[config.mk]
export PLATFORM = sky130hd
export DESIGN_NAME = def_event_flags
export DESIGN_NICKNAME = d
export VERILOG_FILES = /design/src/hw/def_pkg.sv /design/src/hw/def_event_flags.sv
export SDC_FILE = /design/constraint.sdc
export NUM_CORES = 1
export LEC_CHECK = 0
export ABC_AREA = 1
export BUFFER_PORTS_ARGS = -buffer_cell sky130_fd_sc_hd__buf_2
export CAP_MARGIN = 5
export CORE_MARGIN = 2
export CORE_UTILIZATION = 55
export DETAILED_ROUTE_END_ITERATION = 8
export GPL_TIMING_DRIVEN = 0
export PLACE_DENSITY = 0.95
export RECOVER_POWER = 25
export SLEW_MARGIN = 30
export SYNTH_ARGS = -nofsm -noshare
export SYNTH_HDL_FRONTEND = slang
export SYNTH_SLANG_ARGS = --single-unit
export TNS_END_PERCENT = 10
[constraint.sdc]
create_clock -name clk -period 3 [get_ports clk]
set_input_delay 0.3 -clock clk [delete_from_list [all_inputs] [get_ports clk]]
set_output_delay 0.3 -clock clk [all_outputs]
set_load 0.02 [all_outputs]
[src/hw/def_pkg.sv]
// Package for the converter event status flag block: register map, bit layout,
// link check limits and the structs that carry bus, event and state signals.
// Assumes a classic Wishbone slave with 32-bit data and byte-wide registers.
package def_pkg;

  // ----------------------------------------------------------------
  // Register map (word indices; byte address is four times the index)
  // ----------------------------------------------------------------
  localparam int unsigned ADR_W          = 12;
  localparam int unsigned IDX_W          = 10;
  localparam logic [IDX_W-1:0] IDX_MODE_BASE  = 10'h020;
  localparam logic [IDX_W-1:0] IDX_FLAGS_BASE = 10'h024;
  localparam logic [IDX_W-1:0] IDX_CH0_FLAGS  = 10'h025;
  localparam logic [IDX_W-1:0] IDX_CH1_FLAGS  = 10'h026;
  localparam logic [IDX_W-1:0] IDX_CHECKS     = 10'h030;
  localparam logic [1:0]       SLOT_NONE      = 2'h3;

  // ----------------------------------------------------------------
  // Bit positions and masks
  // ----------------------------------------------------------------
  localparam int unsigned BYTE_W        = 8;
  localparam int unsigned NFLAG         = 24;
  localparam int unsigned CH1_PAT_BIT   = 2;
  localparam int unsigned CH0_PAT_BIT   = 0;
  localparam int unsigned PWR_BIT       = 7;
  localparam int unsigned BLANK_BIT     = 5;
  localparam int unsigned LOCK_BIT      = 3;
  localparam int unsigned ROTATE_BIT    = 2;
  localparam int unsigned WINDOW_BIT    = 1;
  localparam int unsigned TRIP_BIT      = 0;
  localparam int unsigned CHK_DELAY_BIT = 5;
  localparam int unsigned CHK_WIN_BIT   = 4;
  localparam int unsigned CHK_COMBO_BIT = 3;
  localparam int unsigned CHK_K_BIT     = 2;
  localparam int unsigned CHK_SUB_BIT   = 1;
  localparam int unsigned CHK_INTP_BIT  = 0;
  localparam logic [23:0] FLAG_MASK     = 24'hAF_AF05;
  localparam logic [7:0]  CHK_MASK      = 8'h3F;
  localparam logic [7:0]  FLAGS_RST     = 8'h00;

  // ----------------------------------------------------------------
  // Link configuration limits
  // ----------------------------------------------------------------
  localparam logic [5:0] K_SUPP_A      = 6'h10;
  localparam logic [5:0] K_SUPP_B      = 6'h20;
  localparam logic [2:0] WIN_LIMIT_MAX = 3'h3;
  localparam logic [2:0] SUBCLASS_MAX  = 3'h1;

  // ----------------------------------------------------------------
  // Carriers
  // ----------------------------------------------------------------
  typedef struct packed {
    logic             cyc;
    logic             stb;
    logic             we;
    logic [ADR_W-1:0] adr;
    logic [3:0]       sel;
    logic [31:0]      dat;
  } def_wb_req_t;

  typedef struct packed {
    logic        ack;
    logic [31:0] dat;
  } def_wb_rsp_t;

  typedef struct packed {
    logic ch1_pattern_check_fail;
    logic ch0_pattern_check_fail;
    logic ch0_power_limit_error;
    logic ch0_blanking_complete;
    logic ch0_align_locked;
    logic ch0_align_rotated;
    logic ch0_phase_out_of_window;
    logic ch0_align_tripped;
    logic ch1_power_limit_error;
    logic ch1_blanking_complete;
    logic ch1_align_locked;
    logic ch1_align_rotated;
    logic ch1_phase_out_of_window;
    logic ch1_align_tripped;
  } def_events_t;

  typedef struct packed {
    logic [5:0] multiframe_clock_delay;
    logic [5:0] frames_per_multiframe;
    logic [2:0] window_limit;
    logic       combo_supported;
    logic [2:0] subclass;
    logic [3:0] interpolation;
  } def_link_cfg_t;

  typedef struct packed {
    logic [NFLAG-1:0] mode;
    logic [NFLAG-1:0] lat;
    logic [NFLAG-1:0] ev_prev;
    logic [7:0]       chk;
    logic             ack;
    logic [31:0]      rdat;
  } def_state_t;

endpackage : def_pkg

[src/hw/def_event_flags.sv]
// Event status flags and interrupt request of a dual-channel converter.
// Assumes event and link configuration inputs come from logic on clk.
//
// Register access over Wishbone was chosen for this implementation.
`timescale 1ns/1ps

module def_event_flags (
  // Clock and reset
  input  wire logic           clk,
  input  wire logic           resetn,
  // Register bus
  input  def_pkg::def_wb_req_t wb_req,
  output def_pkg::def_wb_rsp_t wb_rsp,
  // Event sources and link configuration
  input  def_pkg::def_events_t   events,
  input  def_pkg::def_link_cfg_t link_cfg,
  // Interrupt request
  output logic                irq_n
);

  // ----------------------------------------------------------------
  // Decoding
  // ----------------------------------------------------------------
  // Maps an index to one of three consecutive byte slots starting at a base.
  function automatic logic [1:0] slot_of(input logic [def_pkg::IDX_W-1:0] idx,
                                         input logic [def_pkg::IDX_W-1:0] base);
    logic [def_pkg::IDX_W-1:0] off;
    off = idx - base;
    if (idx >= base && off < 10'h003) begin
      slot_of = off[1:0];
    end else begin
      slot_of = def_pkg::SLOT_NONE;
    end
  endfunction : slot_of

  function automatic logic [7:0] link_checks(input def_pkg::def_link_cfg_t c);
    logic [7:0] r;
    r = 8'h00;
    r[def_pkg::CHK_DELAY_BIT] = c.multiframe_clock_delay > c.frames_per_multiframe;
    r[def_pkg::CHK_WIN_BIT]   = c.window_limit > def_pkg::WIN_LIMIT_MAX;
    r[def_pkg::CHK_COMBO_BIT] = ~c.combo_supported;
    r[def_pkg::CHK_K_BIT]     = !(c.frames_per_multiframe == def_pkg::K_SUPP_A ||
                                  c.frames_per_multiframe == def_pkg::K_SUPP_B);
    r[def_pkg::CHK_SUB_BIT]   = c.subclass > def_pkg::SUBCLASS_MAX;
    r[def_pkg::CHK_INTP_BIT]  = !(c.interpolation == 4'h1 || c.interpolation == 4'h2 ||
                                  c.interpolation == 4'h4 || c.interpolation == 4'h8);
    link_checks = r & def_pkg::CHK_MASK;
  endfunction : link_checks

  // ----------------------------------------------------------------
  // Event vector
  // ----------------------------------------------------------------
  def_pkg::def_state_t           st;
  def_pkg::def_state_t           st_next;
  logic [def_pkg::NFLAG-1:0]     ev_vec;
  logic [def_pkg::NFLAG-1:0]     rise;
  logic [def_pkg::NFLAG-1:0]     clr;
  logic [def_pkg::IDX_W-1:0]     idx;
  logic [1:0]                    flag_slot;
  logic [1:0]                    mode_slot;
  logic                          wr_hit;

  localparam int unsigned B1 = def_pkg::BYTE_W;
  localparam int unsigned B2 = 2 * def_pkg::BYTE_W;

  // Flags sit in three bytes: pattern checks, channel 0, channel 1.
  always_comb begin
    ev_vec = '0;
    ev_vec[def_pkg::CH1_PAT_BIT]     = events.ch1_pattern_check_fail;
    ev_vec[def_pkg::CH0_PAT_BIT]     = events.ch0_pattern_check_fail;
    ev_vec[B1 + def_pkg::PWR_BIT]    = events.ch0_power_limit_error;
    ev_vec[B1 + def_pkg::BLANK_BIT]  = events.ch0_blanking_complete;
    ev_vec[B1 + def_pkg::LOCK_BIT]   = events.ch0_align_locked;
    ev_vec[B1 + def_pkg::ROTATE_BIT] = events.ch0_align_rotated;
    ev_vec[B1 + def_pkg::WINDOW_BIT] = events.ch0_phase_out_of_window;
    ev_vec[B1 + def_pkg::TRIP_BIT]   = events.ch0_align_tripped;
    ev_vec[B2 + def_pkg::PWR_BIT]    = events.ch1_power_limit_error;
    ev_vec[B2 + def_pkg::BLANK_BIT]  = events.ch1_blanking_complete;
    ev_vec[B2 + def_pkg::LOCK_BIT]   = events.ch1_align_locked;
    ev_vec[B2 + def_pkg::ROTATE_BIT] = events.ch1_align_rotated;
    ev_vec[B2 + def_pkg::WINDOW_BIT] = events.ch1_phase_out_of_window;
    ev_vec[B2 + def_pkg::TRIP_BIT]   = events.ch1_align_tripped;
  end

  // ----------------------------------------------------------------
  // Bus decode
  // ----------------------------------------------------------------
  // A write takes effect on the edge where the master sees ack high.
  assign idx       = wb_req.adr[def_pkg::ADR_W-1:2];
  assign flag_slot = slot_of(idx, def_pkg::IDX_FLAGS_BASE);
  assign mode_slot = slot_of(idx, def_pkg::IDX_MODE_BASE);
  assign wr_hit    = wb_req.cyc & wb_req.stb & wb_req.we & wb_req.sel[0] & st.ack;
  assign rise      = ev_vec & ~st.ev_prev;

  for (genvar g = 0; g < 3; g++) begin : g_clr
    assign clr[g*def_pkg::BYTE_W +: def_pkg::BYTE_W] =
      (wr_hit && flag_slot == 2'(g)) ? wb_req.dat[7:0] : 8'h00;
  end

  // ----------------------------------------------------------------
  // Next state
  // ----------------------------------------------------------------
  always_comb begin
    logic [def_pkg::NFLAG-1:0] shown;
    logic [7:0]                rbyte;
    shown   = '0;
    rbyte   = 8'h00;
    st_next = st;
    st_next.ev_prev = ev_vec;
    // A rising edge in the clearing cycle wins over the clear.
    st_next.lat = ((st.lat & ~clr) | (rise & st.mode)) & def_pkg::FLAG_MASK;
    if (wr_hit && mode_slot != def_pkg::SLOT_NONE) begin
      st_next.mode[mode_slot*def_pkg::BYTE_W +: def_pkg::BYTE_W] =
        wb_req.dat[7:0] & def_pkg::FLAG_MASK[mode_slot*def_pkg::BYTE_W +: def_pkg::BYTE_W];
    end
    st_next.chk = link_checks(link_cfg);
    st_next.ack = wb_req.cyc & wb_req.stb & ~st.ack;
    // Live events where latch mode is off, stored flags where it is on.
    shown = ((st.mode & st.lat) | (~st.mode & ev_vec)) & def_pkg::FLAG_MASK;
    if (flag_slot != def_pkg::SLOT_NONE) begin
      rbyte = shown[flag_slot*def_pkg::BYTE_W +: def_pkg::BYTE_W];
    end else if (mode_slot != def_pkg::SLOT_NONE) begin
      rbyte = st.mode[mode_slot*def_pkg::BYTE_W +: def_pkg::BYTE_W];
    end else if (idx == def_pkg::IDX_CHECKS) begin
      rbyte = st.chk;
    end
    if (st_next.ack) begin
      st_next.rdat = {24'h00_0000, rbyte};
    end
  end

  // ----------------------------------------------------------------
  // State register
  // ----------------------------------------------------------------
  always_ff @(posedge clk or negedge resetn) begin
    if (!resetn) begin
      st.mode    <= {3{def_pkg::FLAGS_RST}};
      st.lat     <= {3{def_pkg::FLAGS_RST}};
      st.ev_prev <= {3{def_pkg::FLAGS_RST}};
      st.chk     <= def_pkg::FLAGS_RST;
      st.ack     <= 1'b0;
      st.rdat    <= 32'h0000_0000;
    end else begin
      st <= st_next;
    end
  end

  // ----------------------------------------------------------------
  // Outputs
  // ----------------------------------------------------------------
  assign wb_rsp.ack = st.ack;
  assign wb_rsp.dat = st.rdat;
  assign irq_n      = ~|(st.lat & st.mode);

  logic rd_take;
  assign rd_take = st_next.ack & ~wb_req.we;
endmodule : def_event_flags

==> reports/metrics.cfg <==
[run_status]
status=finished, final reports clean

[placement]
dp_hpwl_um=6600
gp_congestion=0.926
port_buffers=62
preCtsSetupSlack_ns=0.716

[timing]
clock.fmax_mhz=481
fin_tns_setup_ns=0
finalCritPeriodShare_pct=69.2
setup_ws_ns=0.923
max-slew-margin-rel_pct=2.40
hold_violations=0
grt_setup_unrepaired=false
tightest_slew_ns=1.46
fin_crit_ns=2.08
setup_viol=0
drv_slew=0
clock_skew_ns=0.00776

[clock_network]
clkSlewWorstSetupHoldPaths_ns=0.07
clkLatencyLatePin_ns=0.34
numCtsBuffers=9
cts_buffer_depth=2
root_buffer=clkbuf_8
post_cts_buffers=0
ctsHoldBuffers=0
cts_tree=built
clkSinkCount=61
cts_resized=0
htree_levels=3

[worst_setup_path]
cp-start-kind=input pin
rr_endpoint=wb_rsp[7]$_DFFE_PN0P_
crit_slowest_cell=buf_1
slowest_delay_ns=0.38
critPathMostFrequentCell=nand2_1
critPathKind=input pin to register
worst-r2r-setup-slack_ns=1.62
r2r_start=wb_rsp[32]$_DFF_PN0_
cp-end-kind=register
cp.arrival_ns=2.34
cp_cell_sequence=buf_2 > inv_2 > ha_1 > inv_1 > nand2_1 > nand2_1 > nor2_2 > nand2_2 > buf_6 > nor2_1 > ha_1 > buf_1 > nand2_1 > o21ai_2
cp_max_fo=10
required_ns=3.26
reg2regPathDepth=7

[synthesis]
synth_edf_count=0
syn_area_um2=3630
synth.most_common_cell=nand2_1
ys_warn_count=0
yosysTopAreaCell=dfrtp_1
synth-xor-area-share_pct=0.241
synth_top_area_share_pct=42.1
postSynth.asyncResetShare_pct=100
synth-simple-area-share_pct=31.3
synth_compound_area_share_pct=8.65
syn_inst=462
ys_ff_latch=61
synth.distinct_cells=34
ys.flop_type=dfrtp_1
synthMuxAreaShare_pct=0
yosysSeqAreaShare_pct=42.1
ys_top_cells_by_area=dfrtp_1 42%, nand2_1 13%, buf_4 6.8%
synth_top_family_by_area=simple AND/OR/NAND/NOR gates
synth.avg_cell_area_um2=7.86
yosys-top-cells-count=121 x nand2_1, 61 x dfrtp_1, 52 x nor2_1, 48 x inv_1, 33 x buf_4
synth_fa_ha_area_share_pct=3.10

[pwr]
pwr_density_cell_nw_per_um2=429
clkPwrFrac_pct=39.1
p_int_w=0.00135
p_switching_w=0.000491
combPwrFrac_pct=14.6
sequentialPowerShare_pct=46.4
p_leak_nw=2.40
switching_share_pct=26.6
irDropWorstVdd_v=0.000430

[final_layout]
diodes=0
area_delta_synth_final_pct=18.7
drive_gt1_share_pct=26.1
fin_util_pct=67.8
nNetsFinal=657

[floorplanning]
core_area_um2=6350
dieArea_um2=7270
die_w_um=85.2
row_count=29
start_util_pct=57.2
die_h_um=85.2
io_pins=124

[global_route]
grt_max_degree=62
grt_pass1_vias=3214
track_usage_pct=25.6
grt_pass1_wl_um=14400
antenna_found_initial=0
grt.overflow.total=0

[hold_path]
min_to=st[37]$_DFF_PN0_
min_path_cells=1
hp-class=input pin to register
min_from=link_cfg[10]

[route]
vias=3314
vias_per_cell=5.18
ant_nets=0
drt_iter0_drc=175
drtPass1Iterations=5
drt-total-wl_um=8760
wl_per_cell_um=13.7
drc=0

[job]
max_cap_viol_count=0

-- metrics by stage --
stage	total power, W	area, um2	instances	hold slack [ns]
2_1_floorplan	0.00105	3720	485	0.00441
3_3_place_gp	0.00113	4120	624	0.403
3_5_place_dp	0.00114	4130	624	0.403
4_1_cts	0.00185	4320	640	0.0494
5_1_grt	0.00193	4310	640	0.0618
6_report	0.00185	4310	640	0.0654
-- worst max path at each step --
stage          startpoint  slack [ns]                  end
3_5_place_dp   wb_req[43]        0.72  st[106]$_DFFE_PN0P_
5_1_grt        wb_req[43]        0.78  st[106]$_DFFE_PN0P_
2_1_floorplan  wb_req[44]        1.19   st[89]$_DFFE_PN0P_
3_3_place_gp   wb_req[43]        0.83  st[102]$_DFFE_PN0P_
6_report       wb_req[43]        0.92  st[106]$_DFFE_PN0P_
4_1_cts        wb_req[43]        0.98  st[106]$_DFFE_PN0P_
-- kinds of logic (layout without fill, tap and decap cells) --
group                      after synthesis  count (layout)
and+or+nand+nor                        236             236
adders and majority gates                9               9
other                                    1              24
xor gates and xnor gates                 1               1
AOI/OAI and AO/OA                       57              57
DFF                                     61              61
buffers and inverters                   97             175
-- power by group through the flow --
stage | clock, W | sequential, W | combinational (W)
4_1_cts | 0.000725 | 0.000856 | 0.000270
3_5_place_dp | 0 | 0.000871 | 0.000268
5_1_grt | 0.000774 | 0.000858 | 0.000298
2_1_floorplan | 0 | 0.000868 | 0.000177
6_report | 0.000721 | 0.000856 | 0.000269
3_3_place_gp | 0 | 0.000870 | 0.000259
-- layer usage --
metal,track usage [%],part of all wire [%]
met4,14.9,5.0
met1,31.2,39
met2,41.9,50
met5,0,0
met3,5.35,6.4
-- cells in the final DEF (no fill, tap or decap), types with 10 or more instances in the layout --
master    instances
buf_2            56
buf_4            33
clkbuf_8         10
conb_1           24
dfrtp_1          61
inv_1            48
nand2_1         121
nand3_1          24
nor2_1           52
o21ai_0          20
o21ai_1          22
-- sequential cells by signal, indices dropped and copies added (netlist names) --
name / flops
st: 52
wb_rsp: 9
-- critical path: cells and delay by family --
family          cells  cell delay, ns
buf+inv             5            0.79
fa+ha+maj           2            0.49
compound gates      1            0.22
simple gates        6            0.53
-- final cells by class --
type | count | area, um2
tap | 77 | 96.3
fill | 487 | 2040
clock buffer | 12 | 145
buffer | 41 | 317
clock inverter | 4 | 47.5
multi-input combinational | 327 | 1660
sequential | 61 | 1530
inverter | 56 | 210
timing repair buffer | 62 | 303
Note: power is estimated with default switching activity, not from simulation.
